[src/fdc_pkg.sv]
// shared constants and types of the floppy byte command front end
package fdc_pkg;

  // ----------------------------------------------------------------
  // clock and timing
  // ----------------------------------------------------------------
  localparam int CLK_HZ          = 20_000_000;
  localparam int STEP_PULSE_NS   = 1000;
  localparam int STEP_PULSE_CYC  = (STEP_PULSE_NS * (CLK_HZ / 1_000_000) + 999) / 1000;
  localparam int STEP_PERIOD_US  = 10000;
  localparam int STEP_PERIOD_CYC = STEP_PERIOD_US * (CLK_HZ / 1_000_000);
  localparam int POLL_US         = 100;
  localparam int POLL_CYC        = POLL_US * (CLK_HZ / 1_000_000);
  localparam int STEP_LIMIT      = 80;
  localparam int TIMER_W         = 18;

  // ----------------------------------------------------------------
  // register map (byte addresses) and fields
  // ----------------------------------------------------------------
  localparam logic [7:0] ADDR_CMD  = 8'h00;
  localparam logic [7:0] ADDR_CTRL = 8'h04;
  localparam logic [7:0] ADDR_STAT = 8'h08;
  localparam logic [1:0] PTR_PAGE  = 2'h1;
  localparam int CTRL_INTMODE = 0;
  localparam int CTRL_BOOT    = 1;
  localparam int CTRL_HEADLD  = 2;
  localparam int CTRL_WRITE   = 3;
  localparam int CTRL_W       = 4;
  localparam int ST_PROT   = 0;
  localparam int ST_READY  = 4;
  localparam int ST_RBUSY  = 8;
  localparam int ST_WEN    = 9;
  localparam int ST_IRQ    = 10;
  localparam int ST_BOOTOK = 11;
  localparam int ST_BUSY   = 12;

  // ----------------------------------------------------------------
  // operations, pointers, command strings
  // ----------------------------------------------------------------
  localparam logic [3:0] OP_EXEC      = 4'h0;
  localparam logic [3:0] OP_LOAD      = 4'h1;
  localparam logic [3:0] OP_RESTORE   = 4'h2;
  localparam logic [3:0] OP_PROTECT   = 4'h3;
  localparam logic [3:0] OP_UNPROTECT = 4'h4;
  localparam logic [3:0] OP_INTCLR    = 4'h5;
  localparam int NUM_PTR = 16;
  localparam int NUM_DRV = 4;
  localparam int CS_LEN  = 7;
  localparam logic [15:0] PTR_STEP   = 16'h1000;
  localparam logic [7:0]  STATUS_OK  = 8'h01;
  localparam int          STATUS_ERR = 7;
  localparam logic [7:0]  BOOT_CMD    = 8'h21;
  localparam logic [7:0]  BOOT_TRACK  = 8'h00;
  localparam logic [7:0]  BOOT_SECTOR = 8'h01;
  localparam logic [15:0] BOOT_BUF    = 16'h0000;

  typedef enum logic [1:0] {B_OP = 2'b00, B_LO = 2'b01, B_HI = 2'b10} byte_state_t;
  typedef enum logic [2:0] {
    X_IDLE = 3'b000, X_FETCH = 3'b001, X_RUN = 3'b010, X_WAIT = 3'b011, X_STORE = 3'b100
  } exec_state_t;
  typedef enum logic [1:0] {
    D_POLL = 2'b00, D_CHECK = 2'b01, D_STEP = 2'b10, D_SETTLE = 2'b11
  } drv_state_t;

endpackage : fdc_pkg

[src/drive_seq.sv]
// drive select polling and head restore sequencer
`timescale 1ns/1ps
module drive_seq
  import fdc_pkg::*;
#(
  parameter int STEP_CYCLES = STEP_PERIOD_CYC
) (
  input  wire logic               clock,
  input  wire logic               arst_n,
  input  wire logic [NUM_DRV-1:0] restoreMask,
  input  wire logic               readyPin,
  input  wire logic               trackZeroPin,
  output logic      [NUM_DRV-1:0] selectOut,
  output logic      [NUM_DRV-1:0] readyFlags,
  output logic                    stepOut,
  output logic                    dirOut,
  output logic                    busy
);

  if (STEP_CYCLES <= STEP_PULSE_CYC || STEP_CYCLES >= 2**TIMER_W) begin : g_chk
    $error("drive_seq: STEP_CYCLES out of range");
  end

  logic [1:0]         rdySync_reg;
  logic [1:0]         tzSync_reg;
  drv_state_t         state_reg;
  logic [1:0]         cur_reg;
  logic [TIMER_W-1:0] timer_reg;
  logic [NUM_DRV-1:0] pend_reg;
  logic [6:0]         steps_reg;
  logic               rdy;
  logic               tz;
  logic               expire;
  logic [NUM_DRV-1:0] newReady;
  logic [NUM_DRV-1:0] done;
  logic [NUM_DRV-1:0] pend_next;

  assign rdy = rdySync_reg[1];
  assign tz  = tzSync_reg[1];

  always_ff @(posedge clock or negedge arst_n) begin
    if (!arst_n) begin
      rdySync_reg <= 2'h0;
      tzSync_reg  <= 2'h0;
    end else begin
      rdySync_reg <= {rdySync_reg[0], readyPin};
      tzSync_reg  <= {tzSync_reg[0], trackZeroPin};
    end
  end

  always_comb begin
    expire = 1'b0;
    case (state_reg)
      D_POLL:   expire = timer_reg == TIMER_W'(POLL_CYC - 1);
      D_STEP:   expire = timer_reg == TIMER_W'(STEP_PULSE_CYC - 1);
      D_SETTLE: expire = timer_reg == TIMER_W'(STEP_CYCLES - 1);
      default:  expire = 1'b1;
    endcase
  end

  // ready only means anything for the selected drive
  assign newReady = (state_reg == D_POLL && expire && rdy && !readyFlags[cur_reg])
                    ? NUM_DRV'(1) << cur_reg : '0;
  assign done = (state_reg == D_CHECK && (tz || steps_reg == 7'(STEP_LIMIT)))
                ? NUM_DRV'(1) << cur_reg : '0;
  // a request landing on the finishing cycle is kept
  assign pend_next = (pend_reg & ~done) | newReady | restoreMask;

  always_ff @(posedge clock or negedge arst_n) begin
    if (!arst_n) begin
      pend_reg   <= '0;
      readyFlags <= '0;
    end else begin
      pend_reg <= pend_next;
      if (state_reg == D_POLL && expire) begin
        readyFlags[cur_reg] <= rdy;
      end
    end
  end

  always_ff @(posedge clock or negedge arst_n) begin
    if (!arst_n) begin
      state_reg <= D_POLL;
      cur_reg   <= 2'h0;
      timer_reg <= '0;
      steps_reg <= 7'h0;
      stepOut   <= 1'b0;
      selectOut <= NUM_DRV'(1);
      dirOut    <= 1'b0;
      busy      <= 1'b0;
    end else begin
      timer_reg <= expire ? '0 : timer_reg + 1'b1;
      case (state_reg)
        D_POLL: begin
          if (expire) begin
            // dwell covers the synchroniser delay after a select change
            if (pend_next[cur_reg]) begin
              state_reg <= D_CHECK;
              busy      <= 1'b1;
              dirOut    <= 1'b1;
              steps_reg <= 7'h0;
            end else begin
              cur_reg   <= cur_reg + 1'b1;
              selectOut <= NUM_DRV'(1) << (cur_reg + 1'b1);
            end
          end
        end
        D_CHECK: begin
          if (tz || steps_reg == 7'(STEP_LIMIT)) begin
            state_reg <= D_POLL;
            busy      <= 1'b0;
            dirOut    <= 1'b0;
          end else begin
            state_reg <= D_STEP;
            stepOut   <= 1'b1;
            steps_reg <= steps_reg + 1'b1;
          end
        end
        D_STEP: begin
          if (expire) begin
            stepOut   <= 1'b0;
            state_reg <= D_SETTLE;
          end
        end
        default: begin
          if (expire) begin
            state_reg <= D_CHECK;
          end
        end
      endcase
    end
  end
endmodule : drive_seq

[src/floppy_byte_cmd.sv]
// byte command front end: apb port, pointer table, command string fetch, boot
//
// Implementation choices: the placing of the registers and the APB interface to the registers.
`timescale 1ns/1ps
// ----------------------------------------------------------------
// Summary of operation
// - host byte: bits 7..4 operation, bits 3..0 pointer or drive mask.
// - operation 0 runs the command string at the named pointer's address.
// - operation 0 first fetches the command string over dma.
// - operation 1 takes the next two bytes as the pointer's new address.
// - operation 2 restores each masked drive to track zero.
// - operation 3 write-protects masked drives; writes to them are refused.
// - protect flags clear at power-on; host reissues protection.
// - operation 4 clears protect flags of masked drives.
// - operations 5 to 15 only clear a pending interrupt.
// - reset loads pointer n with n times 1000 hex.
// - mask bit n selects drive n; several drives allowed.
// - operations 2 to 4 with empty mask do nothing.
// - drive selects are polled in turn for readiness; polling pauses while a restore runs.
// - a drive that becomes ready is restored automatically.
// - head-load and write lines are driven on request.
// - boot reads drive 0 track 0 sector 1 to 0..7f, then runs 0.
// - boot errors show on the lights and the boot retries.
// - finished string gets a nonzero status; bit 7 fail, bit 0 ok.
// ----------------------------------------------------------------
module floppy_byte_cmd
  import fdc_pkg::*;
#(
  parameter int STEP_CYCLES = STEP_PERIOD_CYC
) (
  input  wire logic               clock,
  input  wire logic               arst_n,
  input  wire logic               psel,
  input  wire logic               penable,
  input  wire logic               pwrite,
  input  wire logic [7:0]         paddr,
  input  wire logic [31:0]        pwdata,
  output logic      [31:0]        prdata,
  output logic                    pready,
  output logic                    pslverr,
  output logic                    dmaReq,
  output logic                    dmaWrite,
  output logic      [15:0]        dmaAddr,
  output logic      [7:0]         dmaWdata,
  input  wire logic               dmaAck,
  input  wire logic [7:0]         dmaRdata,
  output logic                    execStart,
  output logic      [7:0]         execCmd,
  output logic      [7:0]         execTrack,
  output logic      [7:0]         execSector,
  output logic      [15:0]        execBuf,
  input  wire logic               execDone,
  input  wire logic [7:0]         execStatus,
  input  wire logic               readyPin,
  input  wire logic               trackZeroPin,
  input  wire logic               writeEnPin,
  output logic      [NUM_DRV-1:0] driveSelect,
  output logic                    stepPulse,
  output logic                    stepDir,
  output logic                    headLoad,
  output logic                    writeGate,
  output logic                    irq,
  output logic      [7:0]         lights,
  output logic                    bootJump
);

  // ----------------------------------------------------------------
  // state
  // ----------------------------------------------------------------
  byte_state_t        byteState;
  exec_state_t        xState;
  logic [15:0]        ptrReg [NUM_PTR];
  logic [3:0]         ptrIdx_reg;
  logic [7:0]         lo_reg;
  logic [NUM_DRV-1:0] protectReg;
  logic [CTRL_W-1:0]  ctrl_reg;
  logic [15:0]        base_reg;
  logic [2:0]         idx_reg;
  logic [7:0]         cs_reg [CS_LEN];
  logic               bootAct_reg;
  logic               bootOk_reg;
  logic [1:0]         wenSync_reg;
  logic [NUM_DRV-1:0] restoreMask_reg;
  logic [NUM_DRV-1:0] readyFlags;
  logic               restoreBusy;

  logic               wrFire;
  logic               opFire;
  logic               opValid;
  logic [3:0]         op;
  logic [3:0]         arg;
  logic [31:0]        rdata_next;
  logic               err_next;
  logic [31:0]        statusWord;
  logic               storeDone;
  logic               irq_next;

  // ----------------------------------------------------------------
  // apb slave: one wait state, answer registered
  // ----------------------------------------------------------------
  assign wrFire  = psel && penable && pready && pwrite;
  assign opFire  = wrFire && paddr == ADDR_CMD;
  assign opValid = opFire && byteState == B_OP;
  assign op      = pwdata[7:4];
  assign arg     = pwdata[3:0];

  always_comb begin
    statusWord                    = 32'h0;
    statusWord[ST_PROT +: 4]      = protectReg;
    statusWord[ST_READY +: 4]     = readyFlags;
    statusWord[ST_RBUSY]          = restoreBusy;
    statusWord[ST_WEN]            = wenSync_reg[1];
    statusWord[ST_IRQ]            = irq;
    statusWord[ST_BOOTOK]         = bootOk_reg;
    statusWord[ST_BUSY]           = xState != X_IDLE;
  end

  always_comb begin
    rdata_next = 32'h0;
    err_next   = 1'b0;
    if (paddr == ADDR_CMD) begin
      rdata_next = {30'h0, byteState};
    end else if (paddr == ADDR_CTRL) begin
      rdata_next = {28'h0, ctrl_reg};
    end else if (paddr == ADDR_STAT) begin
      rdata_next = statusWord;
    end else if (paddr[7:6] == PTR_PAGE && paddr[1:0] == 2'h0) begin
      rdata_next = {16'h0, ptrReg[paddr[5:2]]};
    end else begin
      err_next = 1'b1;
    end
  end

  always_ff @(posedge clock or negedge arst_n) begin
    if (!arst_n) begin
      pready  <= 1'b0;
      pslverr <= 1'b0;
      prdata  <= 32'h0;
    end else begin
      pready  <= psel && penable && !pready;
      pslverr <= psel && penable && !pready && err_next;
      prdata  <= (psel && penable && !pready && !pwrite) ? rdata_next : 32'h0;
    end
  end

  always_ff @(posedge clock or negedge arst_n) begin
    if (!arst_n) begin
      ctrl_reg <= '0;
    end else if (wrFire && paddr == ADDR_CTRL) begin
      ctrl_reg <= pwdata[CTRL_W-1:0];
    end
  end

  // ----------------------------------------------------------------
  // byte decode and pointer table
  // ----------------------------------------------------------------
  always_ff @(posedge clock or negedge arst_n) begin
    if (!arst_n) begin
      byteState  <= B_OP;
      ptrIdx_reg <= 4'h0;
      lo_reg     <= 8'h0;
    end else if (opFire) begin
      case (byteState)
        B_OP: begin
          if (op == OP_LOAD) begin
            ptrIdx_reg <= arg;
            byteState  <= B_LO;
          end
        end
        B_LO: begin
          lo_reg    <= pwdata[7:0];
          byteState <= B_HI;
        end
        default: begin
          byteState <= B_OP;
        end
      endcase
    end
  end

  for (genvar i = 0; i < NUM_PTR; i++) begin : g_ptr
    always_ff @(posedge clock or negedge arst_n) begin
      if (!arst_n) begin
        ptrReg[i] <= PTR_STEP * 16'(i);
      end else if (opFire && byteState == B_HI && ptrIdx_reg == 4'(i)) begin
        ptrReg[i] <= {pwdata[7:0], lo_reg};
      end
    end
  end

  // an all-zero mask leaves every flag as it was
  always_ff @(posedge clock or negedge arst_n) begin
    if (!arst_n) begin
      protectReg <= '0;
    end else if (opValid && op == OP_PROTECT) begin
      protectReg <= protectReg | arg;
    end else if (opValid && op == OP_UNPROTECT) begin
      protectReg <= protectReg & ~arg;
    end
  end

  always_ff @(posedge clock or negedge arst_n) begin
    if (!arst_n) begin
      restoreMask_reg <= '0;
    end else begin
      restoreMask_reg <= (opValid && op == OP_RESTORE) ? arg : '0;
    end
  end

  // ----------------------------------------------------------------
  // command string fetch, execution hand-off, status write-back
  // ----------------------------------------------------------------
  always_ff @(posedge clock or negedge arst_n) begin
    if (!arst_n) begin
      xState      <= X_IDLE;
      base_reg    <= 16'h0;
      idx_reg     <= 3'h0;
      dmaReq      <= 1'b0;
      dmaWrite    <= 1'b0;
      dmaAddr     <= 16'h0;
      dmaWdata    <= 8'h0;
      execStart   <= 1'b0;
      execCmd     <= 8'h0;
      execTrack   <= 8'h0;
      execSector  <= 8'h0;
      execBuf     <= 16'h0;
      bootAct_reg <= 1'b0;
      bootOk_reg  <= 1'b0;
      bootJump    <= 1'b0;
      lights      <= 8'h0;
    end else begin
      execStart <= 1'b0;
      if (!ctrl_reg[CTRL_BOOT]) begin
        bootOk_reg <= 1'b0;
        bootJump   <= 1'b0;
      end
      case (xState)
        X_IDLE: begin
          // an execute byte while busy is dropped; the host polls status
          if (opValid && op == OP_EXEC) begin
            base_reg <= ptrReg[arg];
            dmaAddr  <= ptrReg[arg];
            dmaReq   <= 1'b1;
            idx_reg  <= 3'h0;
            xState   <= X_FETCH;
          end else if (ctrl_reg[CTRL_BOOT] && !bootOk_reg) begin
            bootAct_reg <= 1'b1;
            xState      <= X_RUN;
          end
        end
        X_FETCH: begin
          if (dmaAck) begin
            cs_reg[idx_reg] <= dmaRdata;
            if (idx_reg == 3'(CS_LEN - 1)) begin
              dmaReq <= 1'b0;
              xState <= X_RUN;
            end else begin
              idx_reg <= idx_reg + 1'b1;
              dmaAddr <= base_reg + 16'(idx_reg) + 16'h1;
            end
          end
        end
        X_RUN: begin
          execStart  <= 1'b1;
          // byte 3 carries the track and byte 4 the sector; bytes 1 and 2 are not used
          execCmd    <= bootAct_reg ? BOOT_CMD : cs_reg[0];
          execTrack  <= bootAct_reg ? BOOT_TRACK : cs_reg[3];
          execSector <= bootAct_reg ? BOOT_SECTOR : cs_reg[4];
          execBuf    <= bootAct_reg ? BOOT_BUF : {cs_reg[6], cs_reg[5]};
          xState     <= X_WAIT;
        end
        X_WAIT: begin
          if (execDone) begin
            xState <= X_IDLE;
            if (bootAct_reg) begin
              bootAct_reg <= 1'b0;
              if (execStatus[STATUS_ERR]) begin
                lights <= execStatus;
              end else begin
                bootOk_reg <= 1'b1;
                bootJump   <= 1'b1;
              end
            end else begin
              dmaReq   <= 1'b1;
              dmaWrite <= 1'b1;
              dmaAddr  <= base_reg + 16'h1;
              dmaWdata <= execStatus[STATUS_ERR] ? execStatus : STATUS_OK;
              xState   <= X_STORE;
            end
          end
        end
        default: begin
          if (dmaAck) begin
            dmaReq   <= 1'b0;
            dmaWrite <= 1'b0;
            xState   <= X_IDLE;
          end
        end
      endcase
    end
  end

  // ----------------------------------------------------------------
  // interrupt request, drive lines
  // ----------------------------------------------------------------
  assign storeDone = xState == X_STORE && dmaAck;
  // completion in the clearing cycle wins so no completion is lost
  assign irq_next  = (storeDone && ctrl_reg[CTRL_INTMODE])
                     || (irq && !(opValid && op >= OP_INTCLR));

  always_ff @(posedge clock or negedge arst_n) begin
    if (!arst_n) begin
      irq         <= 1'b0;
      wenSync_reg <= 2'h0;
      headLoad    <= 1'b0;
      writeGate   <= 1'b0;
    end else begin
      irq         <= irq_next;
      wenSync_reg <= {wenSync_reg[0], writeEnPin};
      headLoad    <= ctrl_reg[CTRL_HEADLD];
      writeGate   <= ctrl_reg[CTRL_WRITE] && (driveSelect & protectReg) == '0;
    end
  end

  drive_seq #(
    .STEP_CYCLES (STEP_CYCLES)
  ) u_drive (
    .clock        (clock),
    .arst_n       (arst_n),
    .restoreMask  (restoreMask_reg),
    .readyPin     (readyPin),
    .trackZeroPin (trackZeroPin),
    .selectOut    (driveSelect),
    .readyFlags   (readyFlags),
    .stepOut      (stepPulse),
    .dirOut       (stepDir),
    .busy         (restoreBusy)
  );
endmodule : floppy_byte_cmd

[config.mk]
export PLATFORM = sky130hd
export DESIGN_NAME = floppy_byte_cmd
export DESIGN_NICKNAME = d
export VERILOG_FILES = /design/src/fdc_pkg.sv /design/src/drive_seq.sv /design/src/floppy_byte_cmd.sv
export SDC_FILE = /design/constraint.sdc
export NUM_CORES = 1
export LEC_CHECK = 0
export BUFFER_PORTS_ARGS = -buffer_cell sky130_fd_sc_hd__clkbuf_2
export CORE_ASPECT_RATIO = 1.1
export CORE_MARGIN = 5
export CORE_UTILIZATION = 65
export DETAILED_ROUTE_END_ITERATION = 6
export HOLD_SLACK_MARGIN = 0.15
export MAX_ROUTING_LAYER = met4
export PLACE_DENSITY_LB_ADDON = 0.2
export SLEW_MARGIN = 30
export SYNTH_ARGS = -nofsm -noshare
export SYNTH_HDL_FRONTEND = slang
export SYNTH_HIERARCHICAL = 1
export SYNTH_SLANG_ARGS = --single-unit
[constraint.sdc]
create_clock -name clock -period 8 [get_ports clock]
set_input_delay 0.4 -clock clock [delete_from_list [all_inputs] [get_ports clock]]
set_output_delay 0.4 -clock clock [all_outputs]
set_load 0.02 [all_outputs]
# After elaboration in Yosys (flattened, before gate mapping)
# Memories as Yosys holds them, arrays and structs flattened.
# Index checks and enable logic that the tools add are counted.
word_totals:
  mem_bits_rw: 56
  wordCells: 320
  rom_bits: 0
  latchBits: 0
  n_memories: 1
  register_bits: 468
  out_inout_bits: 119
memory_table:
  columns: ["memory", "depth", "word_bits", "rd", "rd_clocked_by_memory_dff", "write_ports", "line_no", "rtl"]
  rows:
  - ["cs_reg", 7, 8, 5, 0, 1, "floppy_byte_cmd.sv:79", "logic [7:0] cs_reg [CS_LEN];"]
op_classes:
  multipliers: 0
  bitwise: 14
  eq_ne: 51
  order_cmp: 5
  mux: 97
  n_div: 0
  shifts: 2
  add_sub_neg: 7
  n_reduce_logical: 87
ops:
  columns: ["op", "count"]
  rows:
  - ["2-to-1 mux 16 bit", 11]
  - ["binary-select mux 16 bit (select 4 bit)", 2]
  - ["2-to-1 mux 32 bit", 4]
  - ["case mux 16 bit (3 select lines)", 1]
  - ["logical AND 1 bit", 43]
  - ["2-to-1 mux 1 bit", 35]
  - ["adder 16 x 1 -> 16 bit, second input constant", 2]
  - ["== test 4 bit, second input constant", 8]
  - ["2-to-1 mux 8 bit", 4]
  - ["2-to-1 mux 3 bit", 10]
  - ["AND reduction 4 bit", 7]
  - ["inequality test 2 bit, second input constant", 11]
  - ["2-to-1 mux 7 bit", 3]
  - ["== test 4 x 3 -> 1 bit, second input constant", 5]
  - ["2-to-1 mux 4 bit", 5]
  - ["adder 18 x 1 -> 18 bit, second input constant", 1]
  - ["== test 18 x 11 -> 1 bit, second input constant", 1]
  - ["== test 18 bit, second input constant", 1]
  - ["== test 18 x 5 -> 1 bit, second input constant", 1]
  - ["2-to-1 mux 18 bit", 1]
  - ["adder 16 x 3 -> 16 bit", 1]
  - ["== test 4 x 2 -> 1 bit, second input constant", 4]
  - ["case mux 7 bit (2 select lines)", 1]
  - ["nonzero test 2 bit", 7]
  - ["other kinds (49)", 94]

# Logic depth before layout (Yosys ltp)
depth:
  depth_word: 13
  mapped_depth: 11

# Hierarchy
# Netlist, hierarchy kept.
by_module_without_submodules:
  columns: ["mod", "cells_per_inst", "instances", "area_each_um2"]
  rows:
  - ["floppy_byte_cmd", 1583, 1, 21584.5]
  - ["drive_seq", 268, 1, 2682.6]

# Worst setup path before layout
# OpenSTA, ideal clock, no wires.
synth_path:
  path_kind: "register -> register"
  startpoint: "register u_drive.state_reg[0]"
  endpoint: "register u_drive.steps_reg[6]"
  path_stages_with_launch: 10
  t_arrival_ps: 2634
  setup_slack_ps: 5240
  t_required_ps: 7874
  period_less_slack_ps: 2760
  setup_ps: 126
  cell_sequence: "dfrtp_1 inv_1 ha_1 or4b_1 o22a_1 o41ai_4 a22oi_1 o31ai_4 o211ai_4 a221o_1"
synth_via:
  elab_chain_len: 12
  word_cells_on_any_way: 23
synth_rtl:
  columns: ["item", "line_no", "rtl"]
  rows:
  - ["start, declared", "drive_seq.sv:26", "drv_state_t state_reg;"]
  - ["start signal, assigned", "drive_seq.sv:83", "state_reg <= D_POLL;"]
  - ["start signal, assigned", "drive_seq.sv:98", "state_reg <= D_CHECK;"]
  - ["start signal, assigned", "drive_seq.sv:110", "state_reg <= D_POLL;"]
  - ["== test 2 bit or logical NOT 2 bit (tied branches)", "drive_seq.sv:53, drive_seq.sv:62, drive_seq.sv:93", null]
  - ["case mux 1 bit (3 select lines)", "drive_seq.sv:53", "case (state_reg)"]
  - ["logical AND 1 bit (3 in a row)", "drive_seq.sv:62", "assign newReady = (state_reg == D_POLL && expire && rdy && !readyFlags[cur_reg])"]
  - ["2-to-1 mux 4 bit", "drive_seq.sv:63", "? NUM_DRV'(1) << cur_reg : '0;"]
  - ["bitwise OR 4 bit (2 in a row)", "drive_seq.sv:67", "assign pend_next = (pend_reg & ~done) | newReady | restoreMask;"]
  - ["binary-select mux 1 bit (select 2 bit)", "drive_seq.sv:97", "if (pend_next[cur_reg]) begin"]
  - ["2-to-1 mux 1 bit (not written as such)", "drive_seq.sv:97", null]
  - ["inequality test 2 bit (no line)", null, null]
  - ["AND reduction 4 bit (no line)", null, null]
  - ["end signal, assigned", "drive_seq.sv:116", "steps_reg <= steps_reg + 1'b1;"]
  - ["end, declared", "drive_seq.sv:30", "logic [6:0] steps_reg;"]
# Parallel ways exist; a longest one is shown, timed or not. The select of a mux whose other input is x is not followed.
# A chain may end at the register's enable or synchronous reset.

# Final worst setup path
layout_path:
  startpoint: "register u_drive.state_reg[0]"
  endpoint: "register u_drive.steps_reg[5]"
# The elaborated chain is that of the path after synthesis.

==> summary.txt <==
Global route
  • Met1 usage: 39.69%
  • Total GRT Usage: 30.52%
  • Vias in the first global route: 16610
  • Gr busiest metal: met2
  • Grt ovf: 0
  • Initial antenna violation count: 0
  • Largest net degree at the start of global routing: 166
  • First-pass GRT wire length: 95750 um
  • Met3 Usage GRT: 4.639%
  • Met2 Use GR: 50.32%

Clocking
  • CTS Buffer Depth: 3
  • Clock Pin Slew Worst Setup and Hold Paths: around 60 ps
  • Num CTS Buffers: 49
  • Clock H-tree levels: 2
  • CTS Hold Buffers Added: 22
  • Skew-Pair Late Insertion Delay: between 500 and 600 ps
  • CTS tree: done
  • Postcts setup bufs: 0
  • CTS root buf: clkbuf_16
  • Sink Count: 492
  • Post_cts resized: 0

Floorplanning
  • Total core area: ~37000 um^2
  • Horiz. Die Dim: 194.2 um
  • Initial Util: about two thirds
  • Die H: ~210 um
  • Die area: 41300 um^2
  • Top-Level Pins: 185
  • Row Count: 74

Synthesis
  • Mean Syn Cell Area: 13.11 um^2
  • Synth warn: 6
  • Synthesized flop and latch total: approximately 490
  • Register area share after synthesis: 51.73%
  • Post-synth EDFFs: 40
  • Distinct cells, synth: 86
  • Post-synth top flop: dfrtp_1
  • Cell Area, Synth: about 24000 um^2
  • Fraction of registers with async set/reset: 91.87%
  • Cell count after synthesis: 1851

Layout
  • Final nets: 2048
  • Area delta synth->final: 12.12%
  • Final core occ: 73.46%
  • Non-Filler Instances: 2495
  • Ratio of cells with drive above 1 in the final layout: 38.28%
  • Most frequent cells in the layout: dfrtp_1 (419), mux2_2 (301), nand2_1 (217)
  • Most common cell after layout, fill and taps aside: dfrtp_1
  • Max reg flops: 256
  • Number of inserted diodes: 0

Routing
  • Wirelength per Cell: 24.48 um
  • Antenna Nets Post-Route: 0
  • DR vias/cell: ~6.5
  • Total routed wirelength: 61070 um
  • Via count: 16310
  • Initial DRT Pass Iterations: 6
  • # DRC: 0
  • Starting DRT DRC Count: 1349

Run
  • # Max-Cap Violations: 0

Outcome
  • Status: finished, final reports clean

Timing
  • Fin crit period: 3301 ps
  • TNS Setup: 0 ps
  • RSZ-0062 raised after global routing: false
  • Max_slew headroom: 47.13%
  • Final setup fails: 0
  • Tcrit/Tclk final: 41.26%
  • Final Hold Fails: 0
  • Maximum operating frequency: roughly 300 MHz
  • Clock skew: 19.16 ps
  • Slew Limit Fails: 0
  • Worst Tran Pin Value: 793.0 ps

Setup path
  • Crit path max fanout: 21
  • Type of origin of the critical path: register
  • WS Path Type: register to register
  • CP endpoint kind: register
  • CP Data Arrival Time: between 3000 and 4000 ps
  • Worst Path Required: 8450 ps

Placement
  • IO Port Bufs: 144
  • Post-DP HPWL: around 38000 um
  • Placed cell count: 2380
  • RD Place Congestion: 0.8864

Power
  • Psw: 1.807 mW
  • Pwr per Cell Area: 229.9 nW/um^2
  • Clock power share: 38.6%
  • Max VDD drop: 237.1 uV
  • Flop pwr share: 45.2%
  • P_leak: 12.66 nW
  • P_int: 4.448 mW
  • Tot Pwr: 6.255 mW
  • Sw frac: 28.89%
  • Logic pwr share: 16.2%

Min path
  • HP Class: input port to register
## per-layer routing
layer  vias up  wire length (um)
met1      8460             23880
li1       7011                 -
met5         -                 0
met4         0              2201
met3       160              4144
met2       681             30840
## cell usage after synthesis (4+ instances only)
cell type  count  area share (%)
a211oi_1       8            0.25
o21ai_0       83             1.7
nand2_2        7            0.18
mux4_2       141              13
mux2_2       301              14
a31oi_1        9            0.23
and4_1         4            0.14
a221oi_1       8            0.29
nor2b_1       16            0.41
mux2i_1       27             1.1
nor2_1        74             1.1
and2_1        12            0.31
ha_1          21             1.1
a211o_1        7            0.25
buf_1         17            0.26
nand4_1       12            0.31
xor2_1        16            0.58
a21oi_1       29            0.60
dfstp_2       33             3.6
clkbuf_1      79             1.2
dfrtp_1      419              43
nand2_1      220             3.4
nand2b_1       6            0.15
a22o_1         6            0.22
xnor2_1       11            0.40
nand3_1       33            0.68
inv_1         27            0.42
edfxtp_1      40             4.9
buf_4         20            0.62
or3_1          6            0.15
nor4_1        12            0.31
nor3_1        14            0.29
nand3b_1       4            0.12
and3_1        18            0.46
a22oi_1        5            0.15
o211ai_1       7            0.22
buf_2         31            0.64
## power by group through the flow
stage,Sequential (mW),Clock (mW),Combinational (mW)
2_1_floorplan,3.02,0,0.477
3_3_place_gp,2.86,0,0.961
3_5_place_dp,2.87,0,0.989
4_1_cts,2.82,2.45,1.01
5_1_grt,2.85,2.56,1.11
6_report,2.83,2.41,1.01
## final cells by class
cell class / instances / area [um^2]
sequential: 492 / 12550
multi-input combinational: 1197 / 11030
fill: 2363 / 9828
clock buffer: 73 / 1449
timing repair buffer: 191 / 1196
tap: 494 / 618.1
clock inverter: 19 / 251.5
inverter: 29 / 110.1
## metrics by stage
stage | setup slack [ps] | instance area, um^2 | hold slack [ps]
CTS | 4696 | 27150 | 160.1
finish | 4699 | 27210 | 187.3
global route | 4530 | 27210 | 218.5
global placement | 4515 | 25210 | 333.1
detailed placement | 4307 | 25230 | 340.3
floorplan | 5240 | 24320 | 104.4
## cell families after synthesis
logic type / count (synthesis) / share of synthesized area, %
flops: 492 / 51.73
mux: 470 / 28.21
simple gates: 465 / 9.286
compound gates: 197 / 5.378
buf+inv: 177 / 3.238
xor+xnor: 27 / 0.9744
fa+ha+maj: 22 / 1.165
other cells: 1 / 0.01545
## path summary, 6_finish.rpt
kind                                                   from  slack (ps)                          endpoint  cells after the start
setup / recovery           u_drive/state_reg[0]$_DFFE_PN0P_        4700  u_drive/steps_reg[5]$_DFFE_PN0P_                     10
min in group asynchronous                            arst_n         360   u_drive/timer_reg[12]$_DFF_PN0_                      2
max in group asynchronous                            arst_n        5720           ptrReg[175]$_DFFE_PN0P_                      5
hold / removal                                      penable         190                 pslverr$_DFF_PN0_                      3
hold reg to reg            u_drive/rdySync_reg[0]$_DFF_PN0_         350  u_drive/rdySync_reg[1]$_DFF_PN0_                      0
setup reg to reg           u_drive/state_reg[0]$_DFFE_PN0P_        4700  u_drive/steps_reg[5]$_DFFE_PN0P_                     10
## worst max-delay path, stage by stage (launching register included)
cell and delay (ps):
dfrtp_1 430, inv_1 130, ha_1 170, or4b_1 450
o22a_1 250, o41ai_4 280, buf_4 290, a22oi_1 180
o31ai_4 440, o211ai_4 170, a221o_1 380
(Power assumes the default switching activity.)
